--- src/shared/gpin_consts.vh ---
// Contract
// - hold good output negated until voltage reading
// - assert good output after voltage reading
// - good output level follows polarity bit
// - mode 1 negates good outside temperature window
// - re-assert only inside hysteresis-narrowed window
// - release presence pin; high absent, low present
// - sample presence pin once every second
// - thermistor near 2.5V means disconnected
// - charging pulse at each step point, 100%
// - discharging pulse below step points and 0%
// - low-charge threshold pulse when enabled
// - shutdown threshold crossings always pulse
// - state change pulses when step nonzero
// - removal pulse when removal enable set
// - voltage command refused under inhibit, flag, pulse
// - pulse spans post-init voltage command
// - pulse spans first init measurement if enabled
// - external sensor when select set, else internal
// - config bit selects converter ground
// - temperature readable at any time
// - good polarity clear low-active, default clear
// - interrupt polarity clear low-active
// - pin function code 0/0,0/1,1/0 modes
// - low-charge enable gates threshold pulses
`ifndef GPIN_CONSTS_VH
`define GPIN_CONSTS_VH
`define GPIN_CLK_HZ 40000000
`define GPIN_PULSE_US 1000
`define GPIN_POLL_MS 1000
`define GPIN_PFC_MODE1 2'h1
`define GPIN_ST_CHG 2'h1
`define GPIN_ST_DSG 2'h2
`define GPIN_NEAR_OPEN 12'hf00
// register byte addresses
`define GPIN_A_CFG 4'h0
`define GPIN_A_LIM 4'h4
`define GPIN_A_MEAS 4'h8
`define GPIN_A_STAT 4'hc
`define GPIN_CFG_RST 32'h0001_0084
`define GPIN_LIM_RST 32'h0a05_2d00
`endif

--- src/verilog/gpin_top.v ---
`timescale 1ns/1ps
`include "gpin_consts.vh"
module gpin_top #(
   parameter PULSE_CYC = (`GPIN_CLK_HZ / 1000000) * `GPIN_PULSE_US,
   parameter POLL_CYC = (`GPIN_CLK_HZ / 1000) * `GPIN_POLL_MS
) (
   // clock and reset
   input wire sys_clk,
   input wire sys_rst,
   // wishbone slave
   input wire wb_cyc_i,
   input wire wb_stb_i,
   input wire wb_we_i,
   input wire [3:0] wb_adr_i,
   input wire [3:0] wb_sel_i,
   input wire [31:0] wb_dat_i,
   output reg [31:0] wb_dat_o,
   output reg wb_ack_o,
   // measurements and gauge events
   input wire [11:0] thermistor_input,
   input wire [11:0] internal_temp,
   input wire [7:0] relative_charge_pct,
   input wire [1:0] charge_state,
   input wire low_charge_flag,
   input wire system_shutdown_level,
   input wire ocv_cmd_req,
   input wire ocv_busy,
   input wire ocv_is_init,
   // pins
   input wire presence_detect_in,
   output wire presence_detect_out,
   output wire presence_detect_oe,
   output reg battery_good_out,
   output reg soc_irq_out,
   output reg adc_ground_sel,
   output reg external_temp_sel
);
   ////////////////////////////////////////////////////////////////
   reg [31:0] cfg_q;
   reg [31:0] lim_q;
   wire good_polarity_sel = cfg_q[0];
   wire irq_polarity_sel = cfg_q[1];
   wire [1:0] pin_function_code = cfg_q[3:2];
   wire low_charge_irq_en = cfg_q[4];
   wire removal_irq_en = cfg_q[5];
   wire init_measure_irq_en = cfg_q[6];
   wire [7:0] soc_step = cfg_q[15:8];
   wire [7:0] t_low = lim_q[7:0];
   wire [7:0] t_high = lim_q[15:8];
   wire [7:0] t_hys = lim_q[23:16];
   reg present_q, ocv_done_q, inhibit_q, prev_init_q;
   reg charge_inhibit_flag, voltage_cmd_fail_flag;
   reg [11:0] temp_q;
   reg [31:0] poll_cnt_q;
   reg [7:0] ev_pend_q;
   reg [31:0] pulse_cnt_q;
   reg pulsing_q;
   reg [7:0] soc_prev_q;
   reg [1:0] st_prev_q;
   reg low_prev_q, sd_prev_q;
   reg prev_present_fall;
   wire bus_req = wb_cyc_i & wb_stb_i & ~wb_ack_o;
   // mode 1 is 2'b01, other codes never inhibit
   wire mode1 = pin_function_code == `GPIN_PFC_MODE1;
   ////////////////////////////////////////////////////////////////
   // presence: never driven, so the pull-up sets the level
   assign presence_detect_out = 1'b0;
   assign presence_detect_oe = 1'b0;
   // temperature source and ground follow config
   wire [11:0] temp_src = external_temp_sel ? thermistor_input :
      internal_temp;
   wire [7:0] temp_c = temp_src[11:4];
   wire open_therm = thermistor_input >= `GPIN_NEAR_OPEN;
   // step point crossing: (pct-1) div step boundary
   function [7:0] step_idx;
      input [7:0] pct;
      input [7:0] stp;
      begin
         if (pct == 8'h00 || stp == 8'h00)
            step_idx = 8'h00;
         else
            step_idx = (pct - 8'h01) / stp + 8'h01;
      end
   endfunction
   wire stepping = soc_step != 8'h00;
   wire [7:0] idx_now = step_idx(relative_charge_pct, soc_step);
   wire [7:0] idx_old = step_idx(soc_prev_q, soc_step);
   wire ev_chg = stepping && charge_state == `GPIN_ST_CHG &&
      (idx_now > idx_old || (relative_charge_pct >= 8'h64 &&
      soc_prev_q < 8'h64));
   wire ev_dsg = stepping && charge_state == `GPIN_ST_DSG &&
      (idx_now < idx_old);
   wire ev_low = low_charge_irq_en &&
      (low_charge_flag != low_prev_q);
   wire ev_sd = system_shutdown_level != sd_prev_q;
   wire ev_st = stepping && charge_state != st_prev_q;
   wire ev_rem = removal_irq_en && prev_present_fall;
   wire ev_fail = ocv_cmd_req && charge_inhibit_flag;
   // command-length pulse while a measurement runs, the init one only when enabled
   wire hold_pulse = ocv_busy && (!ocv_is_init || init_measure_irq_en);
   wire [7:0] new_ev = {1'b0, ev_fail, ev_rem, ev_st, ev_sd, ev_low,
      ev_dsg, ev_chg};
   // serve the lowest pending event, keep the others queued
   wire [7:0] ev_all = ev_pend_q | new_ev;
   wire [7:0] ev_served = ev_all & (~ev_all + 8'h01);
   always @* begin
      prev_present_fall = present_q && poll_cnt_q == 32'h0 &&
         (presence_detect_in || open_therm);
   end
   ////////////////////////////////////////////////////////////////
   always @(posedge sys_clk or posedge sys_rst) begin
      if (sys_rst) begin
         cfg_q <= `GPIN_CFG_RST;
         lim_q <= `GPIN_LIM_RST;
         wb_ack_o <= 1'b0;
         wb_dat_o <= 32'h0;
      end else begin
         wb_ack_o <= bus_req;
         if (bus_req && wb_we_i) begin
            if (wb_adr_i == `GPIN_A_CFG) begin
               if (wb_sel_i[0]) cfg_q[7:0] <= wb_dat_i[7:0];
               if (wb_sel_i[1]) cfg_q[15:8] <= wb_dat_i[15:8];
               if (wb_sel_i[2]) cfg_q[23:16] <= wb_dat_i[23:16];
            end
            if (wb_adr_i == `GPIN_A_LIM) begin
               if (wb_sel_i[0]) lim_q[7:0] <= wb_dat_i[7:0];
               if (wb_sel_i[1]) lim_q[15:8] <= wb_dat_i[15:8];
               if (wb_sel_i[2]) lim_q[23:16] <= wb_dat_i[23:16];
            end
         end
         if (bus_req) begin
            case (wb_adr_i)
               `GPIN_A_CFG: wb_dat_o <= {8'h0, cfg_q[23:0]};
               `GPIN_A_LIM: wb_dat_o <= {8'h0, lim_q[23:0]};
               // temperature readable in any mode
               `GPIN_A_MEAS: wb_dat_o <= {20'h0, temp_q};
               `GPIN_A_STAT: wb_dat_o <= {26'h0, voltage_cmd_fail_flag,
                  charge_inhibit_flag, ocv_done_q, present_q,
                  pulsing_q, inhibit_q};
               default: wb_dat_o <= 32'h0;
            endcase
         end
      end
   end
   ////////////////////////////////////////////////////////////////
   always @(posedge sys_clk or posedge sys_rst) begin
      if (sys_rst) begin
         present_q <= 1'b0;
         ocv_done_q <= 1'b0;
         inhibit_q <= 1'b0;
         charge_inhibit_flag <= 1'b0;
         voltage_cmd_fail_flag <= 1'b0;
         temp_q <= 12'h0;
         poll_cnt_q <= 32'h0;
         prev_init_q <= 1'b0;
         external_temp_sel <= 1'b1;
         adc_ground_sel <= 1'b1;
      end else begin
         temp_q <= temp_src;
         external_temp_sel <= cfg_q[7];
         adc_ground_sel <= cfg_q[16];
         prev_init_q <= ocv_busy && ocv_is_init;
         // poll once per second
         if (poll_cnt_q == 32'h0) begin
            poll_cnt_q <= POLL_CYC - 1;
            if (!presence_detect_in && !open_therm)
               present_q <= 1'b1;
            else begin
               present_q <= 1'b0;
               ocv_done_q <= 1'b0;
            end
         end else
            poll_cnt_q <= poll_cnt_q - 32'h1;
         if (present_q && prev_init_q && !(ocv_busy && ocv_is_init))
            ocv_done_q <= 1'b1;
         // hysteresis window
         if (!mode1)
            inhibit_q <= 1'b0;
         else if (temp_c < t_low || temp_c > t_high)
            inhibit_q <= 1'b1;
         else if (temp_c >= t_low + t_hys && temp_c <= t_high - t_hys)
            inhibit_q <= 1'b0;
         charge_inhibit_flag <= inhibit_q;
         if (ev_fail)
            voltage_cmd_fail_flag <= 1'b1;
         else if (ocv_cmd_req)
            voltage_cmd_fail_flag <= 1'b0;
      end
   end
   ////////////////////////////////////////////////////////////////
   // events queue and go out one at a time
   integer i;
   always @(posedge sys_clk or posedge sys_rst) begin
      if (sys_rst) begin
         ev_pend_q <= 8'h0;
         pulse_cnt_q <= 32'h0;
         pulsing_q <= 1'b0;
         soc_prev_q <= 8'h0;
         st_prev_q <= 2'h0;
         low_prev_q <= 1'b0;
         sd_prev_q <= 1'b0;
         battery_good_out <= 1'b1;
         soc_irq_out <= 1'b1;
      end else begin
         soc_prev_q <= relative_charge_pct;
         st_prev_q <= charge_state;
         low_prev_q <= low_charge_flag;
         sd_prev_q <= system_shutdown_level;
         if (pulsing_q) begin
            ev_pend_q <= ev_pend_q | new_ev;
            if (pulse_cnt_q == 32'h1)
               pulsing_q <= 1'b0;
            pulse_cnt_q <= pulse_cnt_q - 32'h1;
         end else if (ev_all != 8'h0) begin
            pulsing_q <= 1'b1;
            pulse_cnt_q <= PULSE_CYC;
            ev_pend_q <= ev_all & ~ev_served;
         end
         // level follows polarity, clear means low-active
         battery_good_out <= (present_q && ocv_done_q && !inhibit_q) ~^
            good_polarity_sel;
         soc_irq_out <= (pulsing_q || hold_pulse) ~^ irq_polarity_sel;
      end
   end
endmodule

--- config.mk ---
export PLATFORM = sky130hd
export DESIGN_NAME = gpin_top
export DESIGN_NICKNAME = d
export VERILOG_FILES = /design/src/verilog/gpin_top.v
export VERILOG_INCLUDE_DIRS = /design/src /design/src/shared
export SDC_FILE = /design/constraint.sdc
export NUM_CORES = 1
export LEC_CHECK = 0
export BUFFER_PORTS_ARGS = -buffer_cell sky130_fd_sc_hd__clkbuf_2
export CAP_MARGIN = 20
export CORE_ASPECT_RATIO = 1.5
export CORE_MARGIN = 2
export CORE_UTILIZATION = 38
export CTS_CLUSTER_DIAMETER = 150
export DETAILED_ROUTE_END_ITERATION = 8
export GPL_TIMING_DRIVEN = 0
export PLACE_DENSITY = 0.67
export REMOVE_ABC_BUFFERS = 1
export SYNTH_ARGS = -nofsm -noshare
export SYNTH_HDL_FRONTEND = slang
export SYNTH_SLANG_ARGS = --single-unit
--- constraint.sdc ---
create_clock -name sys_clk -period 20 [get_ports sys_clk]
set_input_delay 1 -clock sys_clk [delete_from_list [all_inputs] [get_ports sys_clk]]
set_output_delay 1 -clock sys_clk [all_outputs]
set_load 0.02 [all_outputs]
== Word level (Yosys, flattened, before mapping) ==
Cells that the tools add are included.

* Input bits: 85
* Flip-flop bits (word level): 188
* Output and inout port bits: 39
* Word-level logic and storage cells: 139

* Divide/modulo/power cells: 2
* Add/sub/neg operators: 9
* Magnitude comparators: 9
* Eq/ne operators: 12
* Reductions and logical operators: 49
* Bitwise logic cells: 10
* Mux-type cells: 21

{| class="wikitable"
|+ Operator list
! operator !! number
|-
| $mux W32 || 3
|-
| $pmux W24 S4 || 1
|-
| $sub A32 B1 Y32 const B || 2
|-
| $eq A32 B1 Y1 const B || 1
|-
| $logic_not A32 Y1 || 1
|-
| $mux W8 || 4
|-
| $add A8 B1 Y8 const B || 3
|-
| $logic_not A8 Y1 || 3
|-
| $logic_and A1 B1 Y1 || 20
|-
| $reduce_and A3 Y1 || 6
|-
| $and A8 B8 Y8 || 2
|-
| $div A8 B8 Y8 || 2
|-
| $gt A8 B8 Y1 || 2
|-
| $lt A8 B8 Y1 || 2
|-
| $not A8 Y8 || 2
|-
| $reduce_bool A8 Y1 || 2
|-
| $sub A8 B1 Y8 const B || 2
|-
| $ge A12 B12 Y1 const B || 1
|-
| $mux W1 || 12
|-
| $mux W12 || 1
|-
| $add A8 B8 Y8 || 1
|-
| $eq A4 B4 Y1 const B || 2
|-
| $ge A8 B7 Y1 const B || 1
|-
| $ge A8 B8 Y1 || 1
|-
| 19 further kinds || 35
|}

== Depth between registers and ports, before layout ==
Gate-level depths: netlist of the first run.

* Depth after elaboration: 15
* Mapped depth: 67
* Depth with buffers taken out: 63

== Worst setup path after synthesis of the first run ==
OpenSTA, ideal clock, no wires.

* Kind: input-to-reg
* Start point: input relative_charge_pct[3]
* End point: register pulse_cnt_q[9]
* Required time: 19860 ps
* Setup time: 140 ps
* Arrival time: 13874 ps
* Path slack: 5987 ps
* Stages: 63
* Buffers on the path: 4
* Cell sequence: or4_1 -> o41ai_1 -> nand2_1 -> ha_1 -> inv_1 -> o311a_1 -> a21oi_1 -> ha_1 -> a21oi_1 -> or3_1 -> a31oi_1 -> or2_2 -> ha_1 -> o211ai_1 -> a211oi_1 -> o21ai_0 -> o31ai_1 -> inv_1 -> [... 27 more ...] -> o21ai_0 -> ha_1 -> a2111oi_0 -> nor2b_1 -> a21oi_1 -> ha_1 -> nand2_1 -> xor2_1 -> nor2_1 -> ha_1 -> nand2_1 -> o21ai_0 -> or4b_2 -> o21ba_2 -> nand4_1 -> nor3_1 -> nor2_1 -> o21ai_0

* Cells in the longest elaborated chain, start to end: 10
* Elaborated cells on any way between the ends: 16
* Those cells by class: 2 x add/sub; 1 x div; 3 x order compare; 1 x mux; 1 x bitwise; 8 x reduce/logical

{| class="wikitable"
|+ RTL lines
! item !! line !! RTL
|-
| start: declaration || gpin_top.v:22 || <nowiki>input wire [7:0] relative_charge_pct,</nowiki>
|-
| $sub A8 B1 Y8 || gpin_top.v:82 || <nowiki>step_idx = (pct - 8'h01) / stp + 8'h01;</nowiki>
|-
| $div A8 B8 Y8 || gpin_top.v:82 ||
|-
| $add A8 B1 Y8 || gpin_top.v:82 ||
|-
| $mux W8 || gpin_top.v:79 || <nowiki>if (pct == 8'h00 || stp == 8'h00)</nowiki>
|-
| $gt A8 B8 Y1 || gpin_top.v:89 || <nowiki>(idx_now > idx_old || (relative_charge_pct >= 8'h64 &&</nowiki>
|-
| $logic_or A1 B1 Y1 || gpin_top.v:89 ||
|-
| $logic_and A1 B1 Y1 || gpin_top.v:88 || <nowiki>wire ev_chg = stepping && charge_state == `GPIN_ST_CHG &&</nowiki>
|-
| $or A8 B7 Y8 (*) || gpin_top.v:104 || <nowiki>wire [7:0] ev_all = ev_pend_q | new_ev;</nowiki>
|-
| $reduce_bool A8 Y1 (*) || gpin_top.v:214 || <nowiki>end else if (ev_all != 8'h0) begin</nowiki>
|-
| $reduce_bool A2 Y1 (no line) (*) || - ||
|-
| end signal: assignment || gpin_top.v:213 || <nowiki>pulse_cnt_q <= pulse_cnt_q - 32'h1;</nowiki>
|-
| end: declaration || gpin_top.v:56 || <nowiki>reg [31:0] pulse_cnt_q;</nowiki>
|}

Mark *: on every way between the ends. The rest lies on a longest branch, timed or not.
A chain may end at the register's enable or synchronous reset.

== Final worst setup path of the first run ==
* Start point: input relative_charge_pct[3]
* End point: register pulse_cnt_q[23]

Same word-level chain as after synthesis.

==> results of run 1 <==
metrics by stage:
step / std cells / worst slack, ns / hold slack, ns / utilization
2_1_floorplan: 1364 / 4.91 / 0.359 / -
3_3_place_gp: 1883 / 1.87 / 0.362 / 0.413
3_5_place_dp: 1890 / 2.55 / 0.367 / 0.416
4_1_cts: 1922 / 2.94 / 0.376 / 0.433
5_1_grt: 1925 / 2.19 / 0.382 / 0.434
6_report: 1925 / 3.50 / 0.377 / 0.434
state kept, by name, indices dropped and copies added, names as in the netlist, 2 cells and up:
signal       count
cfg_q           24
pulse_cnt_q     32
lim_q           24
soc_prev_q       8
wb_dat_o        24
temp_q          12
ev_pend_q        8
poll_cnt_q      32
st_prev_q        2
power groups by stage:
stage	sequential [W]	combinational, W	clock, W
2_1_floorplan	0.000429	0.000237	0
5_1_grt	0.000437	0.000358	0.000345
3_3_place_gp	0.000437	0.000299	0
6_report	0.000433	0.000315	0.000323
4_1_cts	0.000432	0.000316	0.000330
3_5_place_dp	0.000438	0.000314	0
layout by cell type (no fill, tap or decap), types with 13 or more instances in the layout:
master	Yosys	layout
mux2_2	48	48
clkbuf_2	0	104
o21ai_0	116	116
xor2_1	33	33
dfrtp_1	167	167
clkbuf_16	0	17
a21oi_1	76	76
nand2_1	154	154
nor4_1	19	18
inv_1	79	78
ha_1	136	136
xnor2_1	58	58
nor3_1	34	34
nand3_1	28	28
nor2b_1	13	13
dfstp_2	13	13
a21o_1	25	25
nand2b_1	16	16
or3_1	23	23
nor2_1	102	102
o21a_1	26	26
worst max-delay path by stage:
stage,to,slack (ns)
after detailed placement,pulse_cnt_q[9]$_DFFE_PP0P_,2.55
after global routing,pulse_cnt_q[18]$_DFFE_PP0P_,2.19
final,pulse_cnt_q[23]$_DFFE_PP0P_,3.50
after CTS,pulse_cnt_q[9]$_DFFE_PP0P_,2.94
after floorplan,pulse_cnt_q[29]$_DFFE_PP0P_,4.91
after global placement,pulse_cnt_q[29]$_DFFE_PP0P_,1.87
cell type report:
type                            count  area, sq um  area share
Antenna cell                        1         2.50    0.000176
Inverter                           80          308      0.0217
Tap cell                          415          519      0.0366
Multi-Input combinational cell   1104         7690       0.542
Timing Repair Buffer              113          606      0.0426
Sequential cell                   180         4520       0.318
Clock buffer                       22          454      0.0320
Clock inverter                     10          101     0.00714
worst max-delay path, delay by kind of cell:
kind	cells	cell delay, ns
AOI/OAI and AO/OA	25	6.99
xor gates and xnor gates	1	0.14
adders and majority gates	10	3.00
buffers and inverters	5	0.81
muxes	3	1.09
and+or+nand+nor	15	3.75
cells by family after synthesis:
logic type	share of synthesized area
flops	0.357
simple gates	0.169
other cells	0.000296
xor+xnor	0.0629
fa+ha+maj	0.138
mux	0.0514
compound gates	0.182
buf+inv	0.0404
layer usage:
metal,vias to the layer above,wire (um)
met5,-,0
met1,5019,12800
li1,5215,-
met3,65,1390
met4,0,1270
met2,240,16100
==> impl_metrics.py, run 1 <==
metrics = {
    "place": {
        "dp_hpwl_um": 24700,
        "dpl_cell_area_sq_um": 13600,
        "gp_congestion": 0.869,
        "io_buffers": 104,
    },
    "finish": {
        "finalNetCount": 1719,
        "syn_to_final_growth_pct": 12.2,
        "drive_above_1_share": 0.151,
        "final_cell_area_sq_um": 14200,
        "nFillCells": 3163,
    },
    "die": {
        "die_width_um": 153,
        "num_rows": 81,
        "io_pins": 124,
        "start_util": 0.387,
        "die_area_sq_um": 34800,
        "coreArea_sq_um": 32700,
        "chipHeight_um": 228,
    },
    "global_route": {
        "gr-usage-all-layers": 0.183,
        "use_met3": 0.0345,
        "grt_pass1_vias": 10400,
        "gr-max-usage-layer": "met2",
        "grt_max_degree": 102,
        "globalRouteOverflowTotal": 0,
        "grt_pass1_wl_um": 51600,
        "grt_util_met2": 0.339,
        "met1_usage": 0.200,
        "antenna_found_initial": 1,
    },
    "power_and_ir_drop": {
        "leakagePower_nw": 6.43,
        "switching_share": 0.335,
        "power.density_nw_per_um2": 75.4,
        "power_frac_seq": 0.404,
        "total_power_w": 0.00107,
        "intPower_w": 0.000712,
        "p_switching_w": 0.000359,
        "peakVddDrop_mv": 0.0948,
        "power_frac_comb": 0.294,
        "clockPowerShare": 0.302,
    },
    "clock_tree": {
        "clock_sink_count": 180,
        "clk_pin_slew_ns": 0.07,
        "cts_setup_buffers": 0,
        "cts_buffers": 17,
        "ctsHoldBuffers": 0,
        "cts_root_buf": "clkbuf_16",
        "htreeDepth": 4,
        "ctsResizeCount": 0,
        "clockBufferDepth": 2,
        "cts_tree": "done",
        "insertion_delay_ns": 0.44,
    },
    "min_path": {
        "holdPathEnd": "adc_ground_sel$_DFF_PP1_",
        "hold_depth": 0,
        "hold_class": "flop to flop",
        "hold_start": "cfg_q[16]$_DFFE_PP1P_",
    },
    "critical_path": {
        "rr_worst_depth": 56,
        "crit_top_cell": "ha_1",
        "slowest_stage": "a31oi_1",
        "critPathLaunch": "relative_charge_pct[3]",
        "cp_slowest_stage_delay_ns": 0.78,
        "regToRegSetupSlack_ns": 3.83,
        "cp.required_ns": 20.30,
        "crit_fanout": 11,
        "reg2reg_from": "cfg_q[8]$_DFFE_PP0P_",
        "cp-start-kind": "input pin",
        "criticalPathCategory": "input pin to flop",
        "reg2reg_to": "pulse_cnt_q[23]$_DFFE_PP0P_",
        "end_kind": "flop",
        "crit_arrival_ns": 16.79,
    },
    "logic_synthesis": {
        "synth_commonest_cells": "dfrtp_1 (167), nand2_1 (154), ha_1 (136), o21ai_0 (116), nor2_1 (102)",
        "yosysTopAreaCell": "dfrtp_1",
        "ys_warn_count": 0,
        "yosysTopAreaCellShare": 0.330,
        "synthTopCellsByArea": "dfrtp_1 (33%), ha_1 (13%), o21ai_0 (4.6%)",
        "ys_seq_area_frac": 0.357,
        "ys_seq_elements": 180,
        "synth_cells": 1398,
        "synth_ff_type": "dfrtp_1",
        "synth_area_sq_um": 12700,
        "synth_edf_count": 0,
        "synth_cell_types": 74,
        "post_synth.cell_area_avg_sq_um": 9.06,
        "yosysMostFrequentCell": "dfrtp_1",
        "synthArstFlopShare": 1.00,
    },
    "timing": {
        "tightest_slew_ns": 1.12,
        "setup_viol": 0,
        "fin_tns_setup_ns": 0,
        "maxSlewHeadroom": 0.251,
        "hold_viol_final": 0,
        "period_needed_ns": 16.50,
        "drv_slew": 0,
        "max_freq_ghz": 0.0606,
        "fin_skew_ns": 0.00994,
        "period_share": 0.825,
        "rsz0062_at_grt": "false",
    },
    "routing": {
        "vias_per_cell": 5.47,
        "ant_nets": 0,
        "wl_per_cell_um": 16.4,
        "drt_iter0_markers": 482,
        "drc": 0,
        "wl_um": 31600,
        "first_pass_iters": 5,
        "vias": 10500,
    },
    "flow_run": {
        "cap_violations": 0,
    },
    "run_status": {
        "status": "finished, final reports clean",
    },
}
Power figures use the tool's default switching activity.
==> run 2, diff against run 1 <==
--- a/config.mk
+++ b/config.mk
@@ -14,7 +14,7 @@
 export CTS_CLUSTER_DIAMETER = 150
 export DETAILED_ROUTE_END_ITERATION = 8
 export GPL_TIMING_DRIVEN = 0
-export PLACE_DENSITY = 0.67
+export PLACE_DENSITY = 0.69
 export REMOVE_ABC_BUFFERS = 1
 export SYNTH_ARGS = -nofsm -noshare
 export SYNTH_HDL_FRONTEND = slang
==> constraint.sdc (replaced) <==
create_clock -name sys_clk -period 14.25 [get_ports sys_clk]
set_input_delay 0.7125 -clock sys_clk [delete_from_list [all_inputs] [get_ports sys_clk]]
set_output_delay 0.7125 -clock sys_clk [all_outputs]
set_load 0.02 [all_outputs]
==> impl_metrics.py, run 2 (synthesized netlist as in run 1, its figures left out) <==
metrics = {
    "critical_path": {
        "cp-start-kind": "input pin",
        "cp_slowest_stage_delay_ns": 0.65,
        "crit_top_cell": "ha_1",
        "end_kind": "flop",
        "regToRegSetupSlack_ns": 0.74,
        "slowest_stage": "or4b_2",
        "crit_arrival_ns": 13.86,
        "cpLargestDelayFamily": "compound AO/OA/AOI/OAI gates",
        "crit_fanout": 6,
        "criticalPathCategory": "input pin to flop",
        "path_buf_inv": 5,
        "cp.required_ns": 14.56,
    },
    "clock_tree": {
        "ctsHoldBuffers": 0,
        "cts_root_buf": "clkbuf_16",
        "clockBufferDepth": 2,
        "cts_buffers": 17,
        "insertion_delay_ns": 0.43,
        "htreeDepth": 4,
        "cts_tree": "done",
        "clk_pin_slew_ns": 0.07,
        "clock_sink_count": 180,
    },
    "place": {
        "io_buffers": 104,
        "dpl.cell_count": 1890,
        "gp_congestion": 0.860,
        "post-place-ws_ns": -3.05,
        "dp_hpwl_um": 24800,
    },
    "power_and_ir_drop": {
        "peakVddDrop_mv": 0.0860,
        "power.density_nw_per_um2": 103,
        "leakagePower_nw": 6.58,
    },
    "finish": {
        "nFillCells": 3170,
        "drive_above_1_share": 0.193,
        "layout_commonest_cell": "dfrtp_1",
        "final_cells": 1952,
        "final_cell_mix": "dfrtp_1 (166), nand2_1 (153), ha_1 (133)",
        "final_util": 0.449,
        "syn_to_final_growth_pct": 16.1,
        "finalNetCount": 1746,
        "top_regs": "poll_cnt_q x32, pulse_cnt_q x32",
    },
    "global_route": {
        "grt_max_degree": 133,
        "globalRouteOverflowTotal": 0,
        "grt_pass1_wl_um": 52900,
        "grt_pass1_vias": 10900,
        "gr-usage-all-layers": 0.186,
        "antenna_found_initial": 1,
    },
    "timing": {
        "hold_viol_final": 0,
        "setup_viol": 0,
        "worst_slack_ns": 0.695,
        "period_needed_ns": 13.55,
        "period_share": 0.951,
        "fin_worst_hold_slack_ns": 0.279,
        "max_freq_ghz": 0.0738,
        "fin_skew_ns": 0.00941,
        "fin_tns_setup_ns": 0,
        "tightest_slew_ns": 1.14,
        "drv_slew": 0,
        "maxSlewHeadroom": 0.236,
    },
    "routing": {
        "vias": 10900,
        "first_pass_iters": 5,
        "ant_nets": 0,
        "drt_iter0_markers": 498,
        "wl_um": 32800,
        "drc": 0,
        "wl_per_cell_um": 16.8,
        "vias_per_cell": 5.56,
    },
    "die": {
        "chipHeight_um": 228,
        "io_pins": 124,
        "die_width_um": 153,
        "start_util": 0.387,
        "die_area_sq_um": 34800,
        "num_rows": 81,
        "coreArea_sq_um": 32700,
    },
    "flow_run": {
        "cap_violations": 0,
    },
    "run_status": {
        "status": "finished, final reports clean",
    },
    "min_path": {
        "hold_class": "input pin to asynchronous set/reset pin",
    },
}
==> run 2: repair_timing <==
item | 4_1_cts | 5_1_grt
cloned | 1 | 1
resized for setup | 28 | 40
pin swaps | 7 | 11
setup endpoints to repair | 41 | 40
setup buffers | 10 | 17
==> run 2: final cells by class <==
class | count | area [sq um] | share of cell area
diodes | 1 | 2.50 | 0.000170
inverters | 80 | 314 | 0.0214
clock inverters | 8 | 66.3 | 0.00451
clock buffers | 24 | 482 | 0.0328
well taps | 415 | 519 | 0.0353
multi-input cells | 1106 | 8010 | 0.544
repair buffers | 138 | 796 | 0.0541
flip-flops and latches | 180 | 4520 | 0.307
==> run 2: layer usage <==
metal  GRT usage  vias up  part of all wire
li1            -     5262                 -
met2       0.343      251              0.51
met4       0.105        0             0.048
met1       0.204     5248              0.40
met3      0.0284       95             0.037
met5           0        -                 0
==> run 2: stage by stage <==
step / cell area, sq um / total power (W)
after floorplan: 12500 / 0.000935
after global placement: 13500 / 0.00103
after detailed placement: 13600 / 0.00105
after CTS: 14400 / 0.00150
after global routing: 14700 / 0.00161
final: 14700 / 0.00151
==> run 2: worst paths after layout <==
kind	startpoint	to	cells after the start
worst min-delay path	sys_rst	pulse_cnt_q[26]$_DFFE_PP0P_	2
worst min register to register	cfg_q[7]$_DFFE_PP1P_	external_temp_sel$_DFF_PP1_	0
min in group sys_clk	cfg_q[7]$_DFFE_PP1P_	external_temp_sel$_DFF_PP1_	0
max in group asynchronous	sys_rst	cfg_q[8]$_DFFE_PP0P_	3
worst max-delay path	relative_charge_pct[3]	pulse_cnt_q[18]$_DFFE_PP0P_	61
worst max register to register	cfg_q[11]$_DFFE_PP0P_	pulse_cnt_q[18]$_DFFE_PP0P_	57
==> run 2: power breakdown <==
part | internal [W] | switching, W
sequential | 0.000558 | 0.0000489
clock | 0.000240 | 0.000202
combinational | 0.000203 | 0.000262
total | 0.00100 | 0.000513
==> run 3, diff against run 2 <==
--- a/config.mk
+++ b/config.mk
@@ -14,7 +14,7 @@
 export CTS_CLUSTER_DIAMETER = 150
 export DETAILED_ROUTE_END_ITERATION = 8
 export GPL_TIMING_DRIVEN = 0
-export PLACE_DENSITY = 0.69
+export PLACE_DENSITY = 0.55
 export REMOVE_ABC_BUFFERS = 1
 export SYNTH_ARGS = -nofsm -noshare
 export SYNTH_HDL_FRONTEND = slang
==> impl_metrics.py, run 3 (synthesized netlist as in run 1, its figures left out) <==
metrics = {
    "timing": {
        "maxSlewHeadroom": 0.259,
        "tightest_slew_ns": 1.11,
        "max_freq_ghz": 0.0732,
        "setup_viol": 0,
        "worst_slack_ns": 0.587,
        "hold_viol_final": 0,
        "fin_skew_ns": 0.0158,
        "fin_worst_hold_slack_ns": 0.281,
        "period_needed_ns": 13.66,
        "period_share": 0.959,
        "drv_slew": 0,
    },
    "critical_path": {
        "crit_top_cell": "ha_1",
        "crit_fanout": 8,
        "crit_arrival_ns": 13.98,
        "cp.required_ns": 14.56,
        "slowest_stage": "or4b_2",
        "end_kind": "flop",
        "cp_slowest_stage_delay_ns": 0.64,
        "criticalPathCategory": "input pin to flop",
        "cp-start-kind": "input pin",
    },
    "clock_tree": {
        "cts_buffers": 17,
        "cts_root_buf": "clkbuf_16",
        "htreeDepth": 4,
        "clk_pin_slew_ns": 0.07,
        "cts_tree": "done",
        "clockBufferDepth": 2,
        "clock_sink_count": 180,
        "insertion_delay_ns": 0.44,
    },
    "power_and_ir_drop": {
        "peakVddDrop_mv": 0.105,
        "power.density_nw_per_um2": 105,
        "leakagePower_nw": 6.64,
    },
    "finish": {
        "drive_above_1_share": 0.199,
        "layout_commonest_cell": "dfrtp_1",
        "antennaDiodeCount": 0,
        "final_cells": 1952,
        "syn_to_final_growth_pct": 17.2,
        "finalNetCount": 1747,
        "final_cell_mix": "dfrtp_1 (166), nand2_1 (153), ha_1 (134)",
        "top_regs": "poll_cnt_q x32, pulse_cnt_q x32",
        "final_cell_area_sq_um": 14800,
        "final_util": 0.454,
    },
    "routing": {
        "drt_iter0_markers": 463,
        "wl_per_cell_um": 17.1,
        "vias": 10500,
        "wl_um": 33300,
        "vias_per_cell": 5.38,
        "ant_nets": 0,
        "drc": 0,
        "first_pass_iters": 8,
    },
    "place": {
        "dpl.cell_count": 1890,
        "post-place-ws_ns": -3.04,
        "io_buffers": 104,
        "dp_hpwl_um": 24800,
        "dpl_cell_area_sq_um": 13600,
        "gp_congestion": 0.806,
    },
    "die": {
        "num_rows": 81,
        "start_util": 0.387,
        "chipHeight_um": 228,
        "die_area_sq_um": 34800,
        "io_pins": 124,
        "die_width_um": 153,
        "coreArea_sq_um": 32700,
    },
    "global_route": {
        "grt_max_degree": 122,
        "grt_pass1_wl_um": 53700,
        "grt_pass1_vias": 10600,
        "antenna_found_initial": 0,
        "globalRouteOverflowTotal": 0,
        "gr-usage-all-layers": 0.192,
    },
    "flow_run": {
        "cap_violations": 0,
    },
    "run_status": {
        "status": "finished, final reports clean",
    },
    "min_path": {
        "hold_class": "input pin to asynchronous set/reset pin",
    },
}
[run 3: layout make-up]
| type | count | area (sq um) |
|---|---|---|
| repair buffers | 139 | 828 |
| flip-flops and latches | 180 | 4520 |
| multi-input cells | 1106 | 8050 |
| inverters | 80 | 314 |
| fillers | 3156 | 17900 |
| well taps | 415 | 519 |
| clock buffers | 18 | 439 |
| clock inverters | 14 | 168 |
[run 3: path summary, 6_finish.rpt]
check	end	depth (start not counted)	startpoint	slack [ns]
setup / recovery	pulse_cnt_q[27]$_DFFE_PP0P_	60	relative_charge_pct[3]	0.59
hold / removal	pulse_cnt_q[25]$_DFFE_PP0P_	2	sys_rst	0.28
setup reg to reg	pulse_cnt_q[27]$_DFFE_PP0P_	56	cfg_q[11]$_DFFE_PP0P_	0.67
hold reg to reg	adc_ground_sel$_DFF_PP1_	0	cfg_q[16]$_DFFE_PP1P_	0.37
max in group asynchronous	cfg_q[8]$_DFFE_PP0P_	3	sys_rst	12.95
min in group sys_clk	adc_ground_sel$_DFF_PP1_	0	cfg_q[16]$_DFFE_PP1P_	0.37
[run 3: critical path, delay by kind of cell]
family                   cells  cell delay [ns]
AO/OA/AOI/OAI               24             5.01
XOR/XNOR                     1             0.14
adder cells (fa/ha/maj)     10             2.84
buffers and inverters        6             0.75
multiplexers                 3             0.96
AND/OR/NAND/NOR             16             3.49
[run 3: what timing repair did]
action / 4_1_cts / 5_1_grt
hold endpoints to repair: 0 / 0
pin swaps: 5 / 11
resized for setup: 28 / 48
gates cloned: 1 / 1
hold buffers: 0 / 0
endpoints found under the setup margin: 41 / 40
setup buffers: 6 / 21
[run 3: per-layer routing]
layer / wire, um / up-vias / share of wire / global-route usage
met3: 932 / 50 / 0.028 / 0.0293
li1: - / 5271 / - / -
met5: 0 / - / 0 / 0
met4: 894 / 0 / 0.027 / 0.0762
met2: 17600 / 180 / 0.53 / 0.362
met1: 13900 / 5006 / 0.42 / 0.216
[run 3: report_power, final]
| part | total [W] | switching [W] | internal [W] |
|---|---|---|---|
| clock | 0.000488 | 0.000219 | 0.000269 |
| sequential | 0.000607 | 0.0000490 | 0.000558 |
| combinational | 0.000464 | 0.000262 | 0.000202 |
| total | 0.00156 | 0.000530 | 0.00103 |
[run 3: stage by stage]
step                      TNS, ns  power, W
after floorplan             -8.06  0.000935
after global placement    -126.01   0.00104
after detailed placement  -110.46   0.00106
after CTS                       0   0.00156
after global routing        -1.35   0.00166
final                           0   0.00156
